<file path="src/verilog/clp_consts.svh">
/*
 * Register offsets, field positions, reset values and event bit positions for the
 * cold load pickup block.
 * Included by bare name by every file that needs them; definitions only.
 */
`ifndef CLP_CONSTS_SVH
`define CLP_CONSTS_SVH

`define CLP_ADDR_W 5

`define CLP_OFS_CTRL 5'h00
`define CLP_OFS_LOADOFF 5'h04
`define CLP_OFS_SETTLE 5'h08
`define CLP_OFS_MAXBLK 5'h0C
`define CLP_OFS_STATUS 5'h10
`define CLP_OFS_IRQ_STAT 5'h14
`define CLP_OFS_IRQ_CLR 5'h18
`define CLP_OFS_IRQ_EN 5'h1C

`define CLP_CTRL_FUNC_EN 0
`define CLP_CTRL_MODE_LO 1
`define CLP_CTRL_MODE_HI 2
`define CLP_CTRL_EXT_SEL 3
`define CLP_CTRL_INT_SEL 4
`define CLP_CTRL_AR_BLK 5
`define CLP_CTRL_USED_W 6

`define CLP_CTRL_RST 6'h21
`define CLP_LOADOFF_RST 16'h0064
`define CLP_SETTLE_RST 16'h000A
`define CLP_MAXBLK_RST 16'h01F4

`define CLP_ST_ENABLE 0
`define CLP_ST_UNDERCUR 1
`define CLP_ST_INRUSH 2
`define CLP_ST_STATE_LO 3
`define CLP_ST_STATE_HI 5

`define CLP_EV_ON 0
`define CLP_EV_OFF 1
`define CLP_EV_INRUSH 2
`define CLP_EV_MAXBLK 3
`define CLP_NUM_EV 4

`endif

</file>
<file path="src/verilog/clp_pkg.sv">
/*
 * Types shared by the cold load pickup block: detection modes and sequencer states.
 * Assumes nothing of its surroundings.
 */
package clp_pkg;

   typedef enum logic [1:0] {
      CLP_MODE_BKR = 2'h0,
      CLP_MODE_UC = 2'h1,
      CLP_MODE_AND = 2'h2,
      CLP_MODE_OR = 2'h3
   } clp_mode_t;

   // gray along idle -> load-off -> cold -> supervise -> settle
   typedef enum logic [2:0] {
      CLP_IDLE = 3'h0,
      CLP_LOADOFF = 3'h1,
      CLP_COLD = 3'h3,
      CLP_SUPERV = 3'h2,
      CLP_SETTLE = 3'h6
   } clp_state_t;

endpackage

</file>
<file path="src/verilog/clp_top.sv">
/*
 * Cold load pickup supervisor: detects a warm-to-cold load transition, raises a
 * temporary enable indication, supervises the following inrush and drops the
 * indication after settling or on the maximum-block timeout.
 * Assumes all flag inputs are synchronous to CLK_I, TICK_I is a one-cycle
 * timebase pulse and current comparisons are made outside.
 */
// Behaviour
// - Cold detection mode: breaker open, undercurrent, both, or either.
// - A detected warm-to-cold transition starts the load-off delay timer.
// - Load-off expiry with cold still present raises the enable output.
// - End of cold condition starts inrush supervision.
// - Current above inrush threshold marks an inrush as present.
// - Inrush is finished once current falls to 90% of threshold.
// - Finished inrush starts the settle timer.
// - On the inrush path enable drops after settle expiry, or earlier on max-block expiry.
// - Max-block timer runs from cold end; expiry drops enable regardless.
// - Max-block timer stops after current stays below 0.9 threshold for settle time.
// - Selected external or internal block input holds the function inactive.
// - A running auto-reclose sequence blocks the function when so configured.
// - Only an indication is produced, never a trip command.
`timescale 1ns/1ps
`include "clp_consts.svh"
module clp_top #(
   parameter int DATA_W = 16
) (
   input wire logic CLK_I,
   input wire logic RST_N_I,
   input wire logic CE_I,
   input wire logic TICK_I,
   input wire logic BREAKER_OPEN_I,
   input wire logic UNDERCURRENT_I,
   input wire logic ABOVE_INRUSH_I,
   input wire logic BELOW_INRUSH_90_I,
   input wire logic EXT_BLOCK_I,
   input wire logic INT_BLOCK_I,
   input wire logic AUTO_RECLOSE_RUNNING_I,
   input wire logic [`CLP_ADDR_W-1:0] ADDR_I,
   input wire logic [DATA_W-1:0] WDATA_I,
   input wire logic WR_I,
   input wire logic RD_I,
   output logic [DATA_W-1:0] RDATA_O,
   output logic COLD_LOAD_ENABLE_OUT_O,
   output logic UNDERCURRENT_FLAG_O,
   output logic IRQ_O
);
   import clp_pkg::*;

   logic [`CLP_CTRL_USED_W-1:0] ctrl_q;
   logic [DATA_W-1:0] loadoff_q;
   logic [DATA_W-1:0] settle_q;
   logic [DATA_W-1:0] maxblk_q;
   clp_state_t state_q;
   clp_state_t state_d;
   logic enable_q;
   logic inrush_q;
   logic [`CLP_NUM_EV-1:0] ev;
   logic [`CLP_NUM_EV-1:0] irq_stat;
   logic [`CLP_NUM_EV-1:0] irq_en;
   logic cold;
   logic blocked;
   clp_mode_t mode;
   logic lo_start, lo_stop, lo_done, lo_run;
   logic st_start, st_stop, st_done, st_run;
   logic mb_start, mb_stop, mb_done, mb_run;
   logic wr_ctrl, wr_loadoff, wr_settle, wr_maxblk, wr_irq_clr, wr_irq_en;

   assign mode = clp_mode_t'(ctrl_q[`CLP_CTRL_MODE_HI:`CLP_CTRL_MODE_LO]);

   // register write decode
   always_comb begin
      wr_ctrl = 1'b0;
      wr_loadoff = 1'b0;
      wr_settle = 1'b0;
      wr_maxblk = 1'b0;
      wr_irq_clr = 1'b0;
      wr_irq_en = 1'b0;
      if (WR_I) begin
         if (ADDR_I == `CLP_OFS_CTRL) begin
            wr_ctrl = 1'b1;
         end else if (ADDR_I == `CLP_OFS_LOADOFF) begin
            wr_loadoff = 1'b1;
         end else if (ADDR_I == `CLP_OFS_SETTLE) begin
            wr_settle = 1'b1;
         end else if (ADDR_I == `CLP_OFS_MAXBLK) begin
            wr_maxblk = 1'b1;
         end else if (ADDR_I == `CLP_OFS_IRQ_CLR) begin
            wr_irq_clr = 1'b1;
         end else if (ADDR_I == `CLP_OFS_IRQ_EN) begin
            wr_irq_en = 1'b1;
         end
      end
   end

   always_ff @(posedge CLK_I or negedge RST_N_I) begin
      if (!RST_N_I) begin
         ctrl_q <= `CLP_CTRL_RST;
      end else if (CE_I && wr_ctrl) begin
         ctrl_q <= WDATA_I[`CLP_CTRL_USED_W-1:0];
      end
   end

   // durations reload on the next start only, a running timer keeps its count
   always_ff @(posedge CLK_I or negedge RST_N_I) begin
      if (!RST_N_I) begin
         loadoff_q <= DATA_W'(`CLP_LOADOFF_RST);
         settle_q <= DATA_W'(`CLP_SETTLE_RST);
         maxblk_q <= DATA_W'(`CLP_MAXBLK_RST);
      end else if (CE_I) begin
         if (wr_loadoff) begin
            loadoff_q <= WDATA_I;
         end
         if (wr_settle) begin
            settle_q <= WDATA_I;
         end
         if (wr_maxblk) begin
            maxblk_q <= WDATA_I;
         end
      end
   end

   // read data stand only in the cycle after the strobe
   always_ff @(posedge CLK_I or negedge RST_N_I) begin
      if (!RST_N_I) begin
         RDATA_O <= '0;
      end else if (CE_I) begin
         RDATA_O <= '0;
         if (RD_I) begin
            if (ADDR_I == `CLP_OFS_CTRL) begin
               RDATA_O <= DATA_W'(ctrl_q);
            end else if (ADDR_I == `CLP_OFS_LOADOFF) begin
               RDATA_O <= loadoff_q;
            end else if (ADDR_I == `CLP_OFS_SETTLE) begin
               RDATA_O <= settle_q;
            end else if (ADDR_I == `CLP_OFS_MAXBLK) begin
               RDATA_O <= maxblk_q;
            end else if (ADDR_I == `CLP_OFS_STATUS) begin
               RDATA_O <= DATA_W'({state_q, inrush_q, UNDERCURRENT_FLAG_O, enable_q});
            end else if (ADDR_I == `CLP_OFS_IRQ_STAT) begin
               RDATA_O <= DATA_W'(irq_stat);
            end else if (ADDR_I == `CLP_OFS_IRQ_EN) begin
               RDATA_O <= DATA_W'(irq_en);
            end
         end
      end
   end

   // cold condition per selected mode
   always_comb begin
      case (mode)
         CLP_MODE_BKR: cold = BREAKER_OPEN_I;
         CLP_MODE_UC: cold = UNDERCURRENT_I;
         CLP_MODE_AND: cold = BREAKER_OPEN_I & UNDERCURRENT_I;
         default: cold = BREAKER_OPEN_I | UNDERCURRENT_I;
      endcase
   end

   // a disabled function counts as blocked
   assign blocked = !ctrl_q[`CLP_CTRL_FUNC_EN]
                  | (ctrl_q[`CLP_CTRL_EXT_SEL] & EXT_BLOCK_I)
                  | (ctrl_q[`CLP_CTRL_INT_SEL] & INT_BLOCK_I)
                  | (ctrl_q[`CLP_CTRL_AR_BLK] & AUTO_RECLOSE_RUNNING_I);

   always_comb begin
      state_d = state_q;
      lo_start = 1'b0;
      st_start = 1'b0;
      mb_start = 1'b0;
      if (blocked) begin
         state_d = CLP_IDLE;
      end else begin
         case (state_q)
            CLP_IDLE: begin
               if (cold) begin
                  state_d = CLP_LOADOFF;
                  lo_start = 1'b1;
               end
            end
            CLP_LOADOFF: begin
               if (!cold) begin
                  state_d = CLP_IDLE;
               end else if (lo_done) begin
                  state_d = CLP_COLD;
               end
            end
            CLP_COLD: begin
               if (!cold) begin
                  state_d = CLP_SUPERV;
                  mb_start = 1'b1;
               end
            end
            CLP_SUPERV: begin
               if (cold) begin
                  state_d = CLP_COLD;
               end else if (mb_done) begin
                  state_d = CLP_IDLE;
               end else if ((inrush_q || ABOVE_INRUSH_I) && BELOW_INRUSH_90_I) begin
                  state_d = CLP_SETTLE;
                  st_start = 1'b1;
               end
            end
            CLP_SETTLE: begin
               if (cold) begin
                  state_d = CLP_COLD;
               end else if (mb_done) begin
                  state_d = CLP_IDLE;
               end else if (!BELOW_INRUSH_90_I) begin
                  state_d = CLP_SUPERV;
               end else if (st_done) begin
                  state_d = CLP_IDLE;
               end
            end
            default: state_d = CLP_IDLE;
         endcase
      end
   end

   // each timer stops once the next state leaves its own stage; max-block runs through supervise and settle
   assign lo_stop = (state_d != CLP_LOADOFF);
   assign st_stop = (state_d != CLP_SETTLE);
   assign mb_stop = (state_d != CLP_SUPERV) && (state_d != CLP_SETTLE);

   always_ff @(posedge CLK_I or negedge RST_N_I) begin
      if (!RST_N_I) begin
         state_q <= CLP_IDLE;
      end else if (CE_I) begin
         state_q <= state_d;
      end
   end

   // indication only, no trip path exists in this block
   always_ff @(posedge CLK_I or negedge RST_N_I) begin
      if (!RST_N_I) begin
         enable_q <= 1'b0;
      end else if (CE_I) begin
         enable_q <= (state_d == CLP_COLD) || (state_d == CLP_SUPERV)
                   || (state_d == CLP_SETTLE);
      end
   end

   always_ff @(posedge CLK_I or negedge RST_N_I) begin
      if (!RST_N_I) begin
         inrush_q <= 1'b0;
      end else if (CE_I) begin
         if (state_d != CLP_SUPERV && state_d != CLP_SETTLE) begin
            inrush_q <= 1'b0;
         end else if (ABOVE_INRUSH_I) begin
            inrush_q <= 1'b1;
         end
      end
   end

   always_ff @(posedge CLK_I or negedge RST_N_I) begin
      if (!RST_N_I) begin
         UNDERCURRENT_FLAG_O <= 1'b0;
      end else if (CE_I) begin
         UNDERCURRENT_FLAG_O <= UNDERCURRENT_I;
      end
   end

   assign COLD_LOAD_ENABLE_OUT_O = enable_q;

   always_comb begin
      ev = '0;
      ev[`CLP_EV_ON] = (state_q == CLP_LOADOFF) && (state_d == CLP_COLD);
      ev[`CLP_EV_OFF] = enable_q && (state_d == CLP_IDLE);
      ev[`CLP_EV_INRUSH] = (state_d == CLP_SUPERV) && ABOVE_INRUSH_I && !inrush_q;
      ev[`CLP_EV_MAXBLK] = mb_done && !blocked && !cold
                         && (state_q == CLP_SUPERV || state_q == CLP_SETTLE);
   end

   // all three delays share one tick so their ratios stay exact
   clp_timer #(.W(DATA_W)) u_loadoff (
      .clk_i(CLK_I),
      .rst_n_i(RST_N_I),
      .ce_i(CE_I),
      .tick_i(TICK_I),
      .start_i(lo_start),
      .stop_i(lo_stop),
      .load_i(loadoff_q),
      .run_o(lo_run),
      .done_o(lo_done)
   );

   clp_timer #(.W(DATA_W)) u_settle (
      .clk_i(CLK_I),
      .rst_n_i(RST_N_I),
      .ce_i(CE_I),
      .tick_i(TICK_I),
      .start_i(st_start),
      .stop_i(st_stop),
      .load_i(settle_q),
      .run_o(st_run),
      .done_o(st_done)
   );

   clp_timer #(.W(DATA_W)) u_maxblk (
      .clk_i(CLK_I),
      .rst_n_i(RST_N_I),
      .ce_i(CE_I),
      .tick_i(TICK_I),
      .start_i(mb_start),
      .stop_i(mb_stop),
      .load_i(maxblk_q),
      .run_o(mb_run),
      .done_o(mb_done)
   );

   clp_irq #(.N(`CLP_NUM_EV)) u_irq (
      .clk_i(CLK_I),
      .rst_n_i(RST_N_I),
      .ce_i(CE_I),
      .ev_i(ev),
      .clr_wr_i(wr_irq_clr),
      .en_wr_i(wr_irq_en),
      .wdata_i(WDATA_I[`CLP_NUM_EV-1:0]),
      .stat_o(irq_stat),
      .en_o(irq_en),
      .irq_o(IRQ_O)
   );

   a_mode_bkr_only: assert property (@(posedge CLK_I) disable iff (!RST_N_I)
      CE_I && mode == CLP_MODE_BKR && !blocked && state_q == CLP_IDLE && !BREAKER_OPEN_I
      |=> state_q == CLP_IDLE)
      else $error("undercurrent alone started load-off in breaker mode");
   a_mode_and_both: assert property (@(posedge CLK_I) disable iff (!RST_N_I)
      CE_I && mode == CLP_MODE_AND && !blocked && state_q == CLP_IDLE
      && (BREAKER_OPEN_I != UNDERCURRENT_I) |=> state_q == CLP_IDLE)
      else $error("and mode started on a single condition");
   a_loadoff_start: assert property (@(posedge CLK_I) disable iff (!RST_N_I)
      CE_I && state_q == CLP_IDLE && !blocked && cold |=> state_q == CLP_LOADOFF && lo_run)
      else $error("cold transition did not start load-off timer");
   a_enable_rise: assert property (@(posedge CLK_I) disable iff (!RST_N_I)
      $rose(enable_q) |-> $past(state_q) == CLP_LOADOFF && $past(lo_done) && $past(cold))
      else $error("enable rose without load-off expiry");
   a_superv_entry: assert property (@(posedge CLK_I) disable iff (!RST_N_I)
      CE_I && state_q == CLP_COLD && !blocked && !cold
      |=> state_q == CLP_SUPERV && mb_run && enable_q)
      else $error("cold end did not start supervision and max-block");
   a_inrush_mark: assert property (@(posedge CLK_I) disable iff (!RST_N_I)
      CE_I && state_q == CLP_SUPERV && state_d == CLP_SUPERV && ABOVE_INRUSH_I |=> inrush_q)
      else $error("inrush above threshold not marked");
   a_settle_start: assert property (@(posedge CLK_I) disable iff (!RST_N_I)
      CE_I && state_q == CLP_SUPERV && !blocked && !cold && !mb_done && inrush_q
      && BELOW_INRUSH_90_I |=> state_q == CLP_SETTLE && st_run)
      else $error("inrush end did not start settle timer");
   a_enable_fall: assert property (@(posedge CLK_I) disable iff (!RST_N_I)
      $fell(enable_q) |-> $past(blocked) || $past(st_done) || $past(mb_done))
      else $error("enable dropped without settle or max-block expiry");
   a_maxblk_stop: assert property (@(posedge CLK_I) disable iff (!RST_N_I)
      CE_I && state_q == CLP_SETTLE && st_done && !blocked && !cold && !mb_done
      && BELOW_INRUSH_90_I |=> !mb_run ##1 !mb_done)
      else $error("max-block timer not stopped after settling");
   a_block_hold: assert property (@(posedge CLK_I) disable iff (!RST_N_I)
      CE_I && blocked ##1 CE_I && blocked |=> !enable_q && state_q == CLP_IDLE && !lo_run)
      else $error("function active while blocked");
   a_uc_flag: assert property (@(posedge CLK_I) disable iff (!RST_N_I)
      CE_I |=> UNDERCURRENT_FLAG_O == $past(UNDERCURRENT_I))
      else $error("undercurrent status flag does not follow input");

endmodule

</file>
<file path="src/verilog/clp_timer.sv">
/*
 * Tick-driven down-counting delay timer with reload, stop and a one-cycle done pulse.
 * Assumes tick_i is a synchronous one-cycle pulse and ce_i freezes the counter.
 */
`timescale 1ns/1ps
module clp_timer #(
   parameter int W = 16
) (
   input wire logic clk_i,
   input wire logic rst_n_i,
   input wire logic ce_i,
   input wire logic tick_i,
   input wire logic start_i,
   input wire logic stop_i,
   input wire logic [W-1:0] load_i,
   output logic run_o,
   output logic done_o
);

   logic [W-1:0] cnt_q;

   always_ff @(posedge clk_i or negedge rst_n_i) begin
      if (!rst_n_i) begin
         cnt_q <= '0;
         run_o <= 1'b0;
         done_o <= 1'b0;
      end else if (ce_i) begin
         done_o <= 1'b0;
         if (stop_i) begin
            run_o <= 1'b0;
         end else if (start_i) begin
            cnt_q <= load_i;
            run_o <= 1'b1;
         end else if (run_o && tick_i) begin
            // a zero load still takes one tick
            if (cnt_q <= W'(1)) begin
               run_o <= 1'b0;
               done_o <= 1'b1;
            end else begin
               cnt_q <= cnt_q - W'(1);
            end
         end
      end
   end

endmodule

</file>
<file path="src/verilog/clp_irq.sv">
/*
 * Sticky event status, enable mask and level interrupt for the cold load pickup block.
 * Assumes write strobes are one cycle and ce_i freezes all state.
 */
`timescale 1ns/1ps
module clp_irq #(
   parameter int N = 4
) (
   input wire logic clk_i,
   input wire logic rst_n_i,
   input wire logic ce_i,
   input wire logic [N-1:0] ev_i,
   input wire logic clr_wr_i,
   input wire logic en_wr_i,
   input wire logic [N-1:0] wdata_i,
   output logic [N-1:0] stat_o,
   output logic [N-1:0] en_o,
   output logic irq_o
);

   always_ff @(posedge clk_i or negedge rst_n_i) begin
      if (!rst_n_i) begin
         stat_o <= '0;
      end else if (ce_i) begin
         // a new event beats a clear in the same cycle
         stat_o <= (stat_o & ~(clr_wr_i ? wdata_i : '0)) | ev_i;
      end
   end

   always_ff @(posedge clk_i or negedge rst_n_i) begin
      if (!rst_n_i) begin
         en_o <= '0;
      end else if (ce_i && en_wr_i) begin
         en_o <= wdata_i;
      end
   end

   always_ff @(posedge clk_i or negedge rst_n_i) begin
      if (!rst_n_i) begin
         irq_o <= 1'b0;
      end else if (ce_i) begin
         irq_o <= |((stat_o & ~(clr_wr_i ? wdata_i : '0) | ev_i) & (en_wr_i ? wdata_i : en_o));
      end
   end

endmodule

</file>
<file path="config.mk">
export PLATFORM = sky130hd
export DESIGN_NAME = clp_top
export DESIGN_NICKNAME = d
export VERILOG_FILES = /design/src/verilog/clp_pkg.sv /design/src/verilog/clp_top.sv /design/src/verilog/clp_timer.sv /design/src/verilog/clp_irq.sv
export VERILOG_INCLUDE_DIRS = /design/src /design/src/verilog
export SDC_FILE = /design/constraint.sdc
export NUM_CORES = 1
export LEC_CHECK = 0
export BUFFER_PORTS_ARGS = -buffer_cell sky130_fd_sc_hd__buf_2
export CELL_PAD_IN_SITES_DETAIL_PLACEMENT = 1
export CELL_PAD_IN_SITES_GLOBAL_PLACEMENT = 2
export CORE_MARGIN = 1
export CORE_UTILIZATION = 35
export DETAILED_ROUTE_END_ITERATION = 16
export PLACE_DENSITY_LB_ADDON = 0.08
export SKIP_LAST_GASP = 1
export SYNTH_ARGS = -nofsm -noshare
export SYNTH_HDL_FRONTEND = slang
export SYNTH_SLANG_ARGS = --single-unit
</file>
<file path="constraint.sdc">
create_clock -name CLK_I -period 2.9 [get_ports CLK_I]
set_clock_uncertainty 0.05 [all_clocks]
set_input_delay 0 -clock CLK_I [delete_from_list [all_inputs] [get_ports CLK_I]]
set_output_delay 0 -clock CLK_I [all_outputs]
set_load 0.005 [all_outputs]
</file>
* Yosys cells after proc, flatten, opt, wreduce, memory -nomap -nowiden
Index checks and enable logic that the tools add are counted.
Widths: inputs -> output; s select.
** Cells by class
- Add/sub/neg operators :: 3
- $mul :: 0
- Divide/modulo/power cells :: 0
- Order comparisons :: 3
- Equal/unequal tests :: 22
- Shifts and indexed selects :: 0
- Mux-type cells :: 97
- Bitwise gates (word level) :: 15
- Reduce and logical (&&, ||, !) cells :: 47
** Operator list (count)
- $mux 16 :: 14
- $mux 1 :: 64
- $le 16x1->1 const B :: 3
- $sub 16x1->16 const B :: 3
- $mux 3 :: 12
- $eq 5x5->1 const B :: 4
- $reduce_bool 3->1 :: 6
- $mux 4 :: 4
- $pmux 3 s5 :: 1
- $logic_and 1x1->1 :: 14
- $eq 3x2->1 const B :: 4
- $reduce_and 4->1 :: 3
- $eq 5x4->1 const B :: 2
- $reduce_and 3->1 :: 3
- $and 4x4->4 :: 2
- $reduce_and 2->1 :: 4
- $reduce_bool 2->1 :: 4
- $eq 3x3->1 const B :: 2
- $logic_not 3->1 :: 2
- $mux 6 :: 1
- $ne 2x2->1 const B :: 3
- $eq 5x3->1 const B :: 1
- $logic_not 5->1 :: 1
- $and 1x1->1 :: 4
- other kinds (15) :: 26
** Storage, ports and cells
- Bits in registers :: 139
- Latch bits :: 0
- Bits in writable memories :: 0
- Memory bits (read-only) :: 0
- Bits of input ports :: 34
- Output and inout port bits :: 19
- Logic and storage cells :: 208
- Memories kept :: 0

* Depth between registers and ports, before layout
Gate-level depths: netlist of the first run.
- Depth in word-level cells :: 13
- Depth in mapped cells :: 9
- Depth with buffers taken out :: 8

* Cells and area by module
A second synthesis of the first run with hierarchy kept.
** Second synthesis, totals
- Cells, all modules :: 783
- Area, all modules :: 7913.8 µm²
** By module, submodules not included
- clp_top :: times used 1, cells each 312, area an instance 3794.9 µm², seq. area each 1918.1 µm²
- clp_timer (u_loadoff ...) :: times used 2, cells each 144, area an instance 1222.4 µm², seq. area each 450.4 µm²
- clp_timer (u_settle) :: times used 1, cells each 142, area an instance 1218.7 µm², seq. area each 450.4 µm²
- clp_irq :: times used 1, cells each 41, area an instance 455.4 µm², seq. area each 225.2 µm²

* Worst setup path before layout of the first run
OpenSTA, ideal clock, no wires.
- Kind :: register to register
- Start :: register ctrl_q[0]
- End :: register u_maxblk.cnt_q[4]
- Library setup time :: 0.121 ns
- Arrival :: 2.104 ns
- Data required time :: 2.729 ns
- Slack :: 0.625 ns
- Stages on the path, launching flop included :: 9
- Cell sequence :: dfstp_2 a21boi_1 nand2_2 or4_1 buf_4 a21o_1 buf_6 buf_6 o22a_1
** Between the ends
- Longest elaborated chain between the ends :: 9
- Elaborated cells between the ends (all ways) :: 14
** RTL lines
- start: declaration :: line clp_top.sv:49 : logic [`CLP_CTRL_USED_W-1:0] ctrl_q;
- start signal: assignment :: line clp_top.sv:97 : ctrl_q <= `CLP_CTRL_RST;
- start signal: assignment :: line clp_top.sv:99 : ctrl_q <= WDATA_I[`CLP_CTRL_USED_W-1:0];
- $logic_not 1->1 * :: line clp_top.sv:159 : assign blocked = !ctrl_q[`CLP_CTRL_FUNC_EN]
- $or 1x1->1 * (3 in a row) :: line clp_top.sv:159
- $mux 3 :: line clp_top.sv:169 : if (blocked) begin
- $ne 3x2->1 or $ne 3x3->1 (tied branches) :: line clp_top.sv:221 : assign mb_stop = (state_d != CLP_SUPERV) && (state_d != CLP_SETTLE);
- $logic_and 1x1->1 :: line clp_top.sv:221
- $not 1->1 (no line)
- $reduce_and 4->1 (no line)
- end signal: assignment :: line clp_timer.sv:32 : cnt_q <= load_i;
- end signal: assignment :: line clp_timer.sv:40 : cnt_q <= cnt_q - W'(1);
- end: declaration :: line clp_timer.sv:20 : logic [W-1:0] cnt_q;
Mark *: on every way between the ends. The rest lies on a longest branch, timed or not.
A chain may end at the register's enable or synchronous reset.

* Worst setup path after layout of the first run
- Start :: register ctrl_q[3]
- End :: register u_maxblk.cnt_q[0]
** Between the ends
- Longest elaborated chain between the ends :: 9
- Elaborated cells between the ends (all ways) :: 14
** RTL lines
- $and 1x1->1 * :: line clp_top.sv:160 : | (ctrl_q[`CLP_CTRL_EXT_SEL] & EXT_BLOCK_I)
- $or 1x1->1 * (3 in a row) :: line clp_top.sv:159
- $mux 3 :: line clp_top.sv:169
- $ne 3x2->1 or $ne 3x3->1 (tied branches) :: line clp_top.sv:221
- $logic_and 1x1->1 :: line clp_top.sv:221
- $not 1->1 (no line)
- $reduce_and 4->1 (no line)
Marked as above.

==> results by group, run 1 <==
Timing
  • Maximum clock rate: 378 MHz
  • Fin crit share: around nine tenths
  • Final Setup Violations: 0
  • Post-route setup slack: around 0.25 ns
  • Setup TNS: 0 ns
  • Hold slack: between 0.01 and 0.015 ns
  • Final Hold Fails: 0
  • RSZ-0062 raised after global routing: no
  • Max-slew violation count: 0
  • Final min period: approximately 2.6 ns
  • Rel. slew slack: between 40% and 50%
  • Worst-margin pin slew: around 0.76 ns

Placed design
  • Dpl hpwl: between 15,000 and 20,000 µm
  • I/O Buffers: 52
  • Inst Count DP: between 1,000 and 1,500
  • Placer Congestion: 0.827
  • Area post-placement: between 8000 and 9000 µm²
  • Post-Place Worst Slack: around 0.33 ns

Routing
  • Met1 wire length: 11,500 µm
  • Drt initial violations: between 300 and 400
  • Pre-Repair DR Iteration Count: 8
  • Metal3 WL: roughly 690 µm
  • Total number of vias: around 6,400
  • DRC viols: 0
  • Remaining antenna violation count: 0
  • Final wirelength: ~24,000 µm
  • Drt wl/cell: between 20 and 25 µm
  • Via-to-Cell Ratio: 5.80
  • Metal2 WL: between 10,000 and 15,000 µm
  • Highest Signal Layer: met4

Synthesis
  • Sequential area share after synthesis: a little under half
  • Largest area contributor in the netlist: dfrtp_1
  • Number of flops mapped to enable cells by yosys: 0
  • Synth Area in Compound Gates: between 20 and 25%
  • Syn Area/Cell: a little under 10 µm²
  • Synthesized instance count: roughly 750
  • Yosys warns: 0
  • Xor and xnor fraction of the mapped netlist area: 0.118%
  • Adder-cell share of the synthesized area: between 1 and 1.5%
  • Synth top area share: between 40% and 50%
  • Seq cells post-synth: between 100 and 150
  • Async SR Flop Fraction: 100%
  • Simple logic cell fraction of the synthesized area: between 10% and 20%
  • Post-synthesis mux area share: about a tenth
  • Area contributors post-synth: dfrtp_1, mux2_2, a21oi_1
  • Post-synthesis net count: around 790
  • Largest family of logic cells by synthesized area: compound AO/OA/AOI/OAI gates
  • Ys flop type: dfrtp_1
  • Yosys cell types: 74
  • Post-Syn Area: between 7000 and 8000 µm²

Global routing
  • Total gr overflow: 0
  • Tot GR Track Use: between 20% and 30%
  • Vias in the first global route: 6,614
  • Largest net degree at the start of global routing: 61
  • Global-route wire length before repair: 38,700 µm
  • Initial antenna violation count: 0

Pwr
  • Leakage power: 3.86 nW
  • Total chip power: about 5 mW
  • Peak supply drop: 318 µV
  • Pwr per Cell Area: approximately 560 nW/µm²

Worst setup path
  • Crit path kind: register to register
  • Slowest stage cell, crit path: or4_1
  • Critical Path Fanout Max: 10
  • Worst Setup Start Kind: register
  • Worst endpoint required time: about 3.2 ns
  • Crit path capture type: register
  • Arrival time at the worst endpoint: 2.90 ns
  • Critical-path cell list: a22oi_1 -> nand2_2 -> or4_1 -> buf_4 -> a21oi_1 -> nor2_1 -> a311o_1
  • CP max stage delay: 0.59 ns

Finish
  • Layout Nets: 866
  • Ant diodes: 0
  • Most frequent cells in the layout: dfrtp_1, a21oi_1, mux2_2, nor2_1, buf_2
  • FILL cells: around 2,300
  • Commonest non-fill, non-tap cell in the layout: dfrtp_1
  • Post-route cell area: about 8900 µm²
  • Layout Utilization: a little over two fifths
  • Layout Cells excl Fill: approximately 1,100
  • Share of cells above drive strength 1: 24.7%
  • Syn-to-layout area delta: 19.6%

Die
  • Starting density of the core: 36.2%
  • Num rows: 52
  • Core area: 20,500 µm²
  • I/O pins: 53
  • Overall die height: roughly 150 µm
  • Die width: roughly 150 µm
  • Overall die area: 21,800 µm²

Clocking
  • Clock Pin Slew Worst Setup and Hold Paths: roughly 0.070 ns
  • CTS tree: built
  • Root buffer cell: clkbuf_16
  • Clock sink count: 139
  • Clk_lat worst skew: around 0.42 ns
  • Deepest clock path buffer count: 2
  • CTS HTree Levels: 4
  • Postcts setup bufs: 0
  • TritonCTS Buffers: 17

Flow run
  • Max-Cap Viols: 0

Hold path
  • HP Class: input port to register

Status
  • Status: finished clean
## logic make-up (layout without fill, tap and decap cells)
| group | count (synthesis) | after routing |
|---|---|---|
| AOI/OAI and AO/OA | 245 | 245 |
| and+or+nand+nor | 230 | 230 |
| DFF | 139 | 139 |
| muxes | 64 | 64 |
| buffers and inverters | 62 | 154 |
| adders and majority gates | 6 | 6 |
| xor gates and xnor gates | 1 | 1 |
## critical path, delay by kind of cell, from the launching register on
family          cells  cell delay [ns]
buf+inv             1             0.21
compound gates      3             0.96
simple gates        3             0.90
flops               1             0.40
## state kept, by name, summed over array words and instances (netlist names)
| signal | cells |
|---|---|
| u_maxblk.run_o | 1 |
| u_irq.irq_o | 1 |
| COLD_LOAD_ENABLE_OUT_O | 1 |
| inrush_q | 1 |
| RDATA_O | 16 |
| state_q | 3 |
| u_loadoff.cnt_q | 16 |
| UNDERCURRENT_FLAG_O | 1 |
| u_irq.en_o | 4 |
| u_settle.cnt_q | 16 |
| maxblk_q | 16 |
| u_settle.run_o | 1 |
| u_settle.done_o | 1 |
| u_maxblk.cnt_q | 16 |
| ctrl_q | 6 |
| u_irq.stat_o | 4 |
| u_maxblk.done_o | 1 |
| u_loadoff.done_o | 1 |
| loadoff_q | 16 |
| u_loadoff.run_o | 1 |
| settle_q | 16 |
## per-layer routing
| layer | vias to the layer above | global-route usage (%) |
|---|---|---|
| li1 | 2993 | - |
| met1 | 3304 | 32.0 |
| met2 | 111 | 38.9 |
| met3 | 19 | 3.80 |
| met4 | 0 | 5.88 |
| met5 | - | 0 |
## report_power, final
group          internal, mW  leakage, nW  switching, mW
Combinational         0.211         1.75          0.256
Sequential             2.09         1.81          0.162
Clock                  1.38        0.292          0.883
## Yosys cell counts (3+ instances only)
library cell	number
buf_2	13
nor2_1	53
a221oi_1	4
nand4_1	8
o21ai_0	40
nor3b_1	4
nand2b_1	7
nor2b_1	4
inv_1	18
nor3_1	24
or2_2	3
or4_1	7
and3_1	3
clkbuf_1	25
a31oi_1	7
nor4_1	17
o21ai_1	19
dfstp_2	13
dfrtp_1	126
mux2_2	61
mux2i_1	3
a22o_1	8
a21oi_1	71
o2bb2ai_1	12
nand2_1	43
a21o_1	7
buf_6	5
or3_1	9
a2bb2oi_1	6
ha_1	6
a222oi_1	12
o22a_1	5
a22oi_1	10
nand3_1	28
o22ai_1	13
and2_1	6
## layout make-up
| cell class | count | area (µm²) | area share (%) |
|---|---|---|---|
| multi-input combinational | 546 | 3650 | 41.1 |
| tap | 270 | 338 | 3.81 |
| sequential | 139 | 3490 | 39.4 |
| inverter | 18 | 67.6 | 0.762 |
| timing repair buffer | 104 | 712 | 8.02 |
| clock buffer | 18 | 439 | 4.95 |
| clock inverter | 14 | 171 | 1.93 |
## timing repair
item | in CTS | in global routing
hold buffers | 22 | 0
endpoints found under the hold margin | 121 | 0
gates resized for setup | 0 | 0
## final timing paths
check / startpoint / slack [ns] / end / cells past startpoint
min in group asynchronous: RST_N_I / 0.09 / u_loadoff.cnt_q[3] / 2
setup / recovery: ctrl_q[3] / 0.25 / u_maxblk.cnt_q[0] / 7
max in group asynchronous: RST_N_I / 1.86 / loadoff_q[5] / 3
hold reg to reg: RDATA_O[4] / 0.43 / RDATA_O[4] / 1
setup reg to reg: ctrl_q[3] / 0.25 / u_maxblk.cnt_q[0] / 7
hold / removal: ADDR_I[0] / 0.01 / u_irq.stat_o[0] / 4
No activity file was read; power rests on OpenSTA's default activity.
==> run 2: changes to the inputs <==
--- a/config.mk
+++ b/config.mk
@@ -13,6 +13,7 @@
 export CORE_UTILIZATION = 35
 export DETAILED_ROUTE_END_ITERATION = 16
 export PLACE_DENSITY_LB_ADDON = 0.08
+export REMOVE_ABC_BUFFERS = 1
 export SKIP_LAST_GASP = 1
 export SYNTH_ARGS = -nofsm -noshare
 export SYNTH_HDL_FRONTEND = slang
==> run 2 against run 1 <==
Core utilization increased by 0.13 points. Worst setup slack worse by 0.0073 ns. Highest routed layer unchanged. Critical endpoint unchanged. Final cell count is 0.36% lower. Power rose by 3.0%. Largest cell class unchanged. Routed wire length grew 0.70%. Non-clock buffer count shrank 4. Largest power group unchanged. Critical path depth did not move. Die area unchanged. Worst hold slack improved by 0.048 ns. Flip-flop and latch count is the same.
==> results by group, run 2 (synthesis results as in run 1) <==
Timing
  • Final Hold Fails: 0
  • RSZ-0062 raised after global routing: no
  • Fin crit share: 91.6%
  • Rel. slew slack: 55.5%
  • Final Setup Violations: 0
  • Setup TNS: 0 ns
  • Max-slew violation count: 0
  • Maximum clock rate: 377 MHz
  • Final min period: 2.66 ns
  • Worst-margin pin slew: around 0.67 ns

Pwr
  • Leakage power: slightly below 4 nW
  • Pwr per Cell Area: approximately 580 nW/µm²
  • Peak supply drop: 347 µV

Finish
  • Layout Utilization: a little over two fifths
  • Syn-to-layout area delta: 20.0%
  • Most frequent cells in the layout: dfrtp_1, a21oi_1, mux2_2, nor2_1, buf_2
  • FILL cells: between 2,000 and 2,500
  • Layout Nets: between 800 and 900
  • Storage cell area: approximately 3500 µm²
  • Multi-input logic area: 3650 µm²
  • Commonest non-fill, non-tap cell in the layout: dfrtp_1
  • Share of cells above drive strength 1: between 20% and 30%
  • Ant diodes: 0

Global routing
  • Initial antenna violation count: 0
  • Vias in the first global route: between 6,000 and 7,000
  • Total gr overflow: 0
  • Largest net degree at the start of global routing: 80
  • Tot GR Track Use: a little under a quarter
  • Global-route wire length before repair: 39,300 µm

Die
  • Starting density of the core: between 30% and 40%
  • Num rows: between 50 and 60
  • Core area: a little over 20,000 µm²
  • I/O pins: 53
  • Die width: about 150 µm
  • Overall die area: 21,800 µm²
  • Overall die height: ~150 µm

Worst setup path
  • R2r setup slk: roughly 0.24 ns
  • Crit path capture type: register
  • Arrival time at the worst endpoint: between 2 and 3 ns
  • Critical Path Fanout Max: 10
  • Worst endpoint required time: roughly 3.2 ns
  • Crit path kind: register to register
  • Worst Setup Start Kind: register

Status
  • Status: finished clean

Clocking
  • Clk_lat worst skew: 0.43 ns
  • TritonCTS Buffers: 17
  • CTS HTree Levels: 4
  • Clock Pin Slew Worst Setup and Hold Paths: 0.07 ns
  • Clock sink count: 139
  • Post-CTS Resized: 0
  • CTS tree: built
  • Root buffer cell: clkbuf_16
  • Deepest clock path buffer count: 2
  • Postcts setup bufs: 0
  • Hold_buf cts: 21

Routing
  • Final wirelength: roughly 25,000 µm
  • Via-to-Cell Ratio: approximately 5.8
  • Drt initial violations: 467
  • Pre-Repair DR Iteration Count: 5
  • Drt wl/cell: between 20 and 25 µm
  • DRC viols: 0
  • Remaining antenna violation count: 0
  • Total number of vias: approximately 6,400

Placed design
  • I/O Buffers: 52
  • Dpl hpwl: about 18,000 µm
  • Placer Congestion: about 0.81

Hold path
  • HP Class: input port to async pin

Flow run
  • Max-Cap Viols: 0
run 2: cell count changes in the layout (fill, tap and decap cells not counted), moves of 2 or more:
| cell | delta |
|---|---|
| clkinv_4 | -2 |
| clkinv_2 | -2 |
| buf_4 | -5 |
| buf_12 | +2 |
| clkinvlp_4 | -2 |
| inv_6 | +4 |
run 2: stage by stage:
step	std cells	power (mW)	setup WS, ns	hold WS (ns)	cell area (µm²)
2_1_floorplan	703	2.45	-0.0556	-0.346	7190
4_1_cts	1105	5.20	0.276	0.0622	8900
5_1_grt	1105	5.33	0.125	0.0952	8900
6_report	1105	5.13	0.245	0.0626	8900
3_5_place_dp	1052	2.73	0.278	-0.0182	8040
3_3_place_gp	1052	2.71	0.371	-0.0242	8040
run 2: per-layer routing:
metal  GRT usage (%)  vias up  part of all wire [%]
li1                -     2985                     -
met1            32.9     3319                    48
met2            37.9      104                    47
met3            4.17       25                   3.2
met4            7.58        0                   2.2
met5               0        -                     0
run 2: final timing paths:
path / from / to / cells after the start
worst max-delay path: ctrl_q[0] / u_maxblk.cnt_q[0] / 7
worst min-delay path: RST_N_I / u_loadoff.cnt_q[4] / 2
worst max register to register: ctrl_q[0] / u_maxblk.cnt_q[0] / 7
worst min register to register: RDATA_O[4] / RDATA_O[4] / 1
max in group asynchronous: RST_N_I / loadoff_q[5] / 3
min in group CLK_I: BELOW_INRUSH_90_I / u_irq.stat_o[2] / 5
run 2: critical path, stage by stage (launching register included):
cell,delay [ns]
dfstp_2,0.54
a21boi_1,0.26
nand2_2,0.21
or4_1,0.59
buf_4,0.21
a21oi_1,0.28
nor2_1,0.08
a311o_1,0.32
run 2: layout make-up:
type                    count  area share [%]
flip-flops and latches    139            39.3
multi-input cells         546            41.0
repair buffers            100            7.92
well taps                 270            3.80
clock inverters            14            2.31
inverters                  18           0.759
clock buffers              18            4.94
run 2: report_power, final:
part	total (mW)	switching (mW)	internal (mW)	leakage, nW
registers	2.25	0.164	2.09	1.81
logic	0.461	0.251	0.210	1.74
clock network	2.42	0.932	1.48	0.314
total	5.13	1.35	3.78	3.87
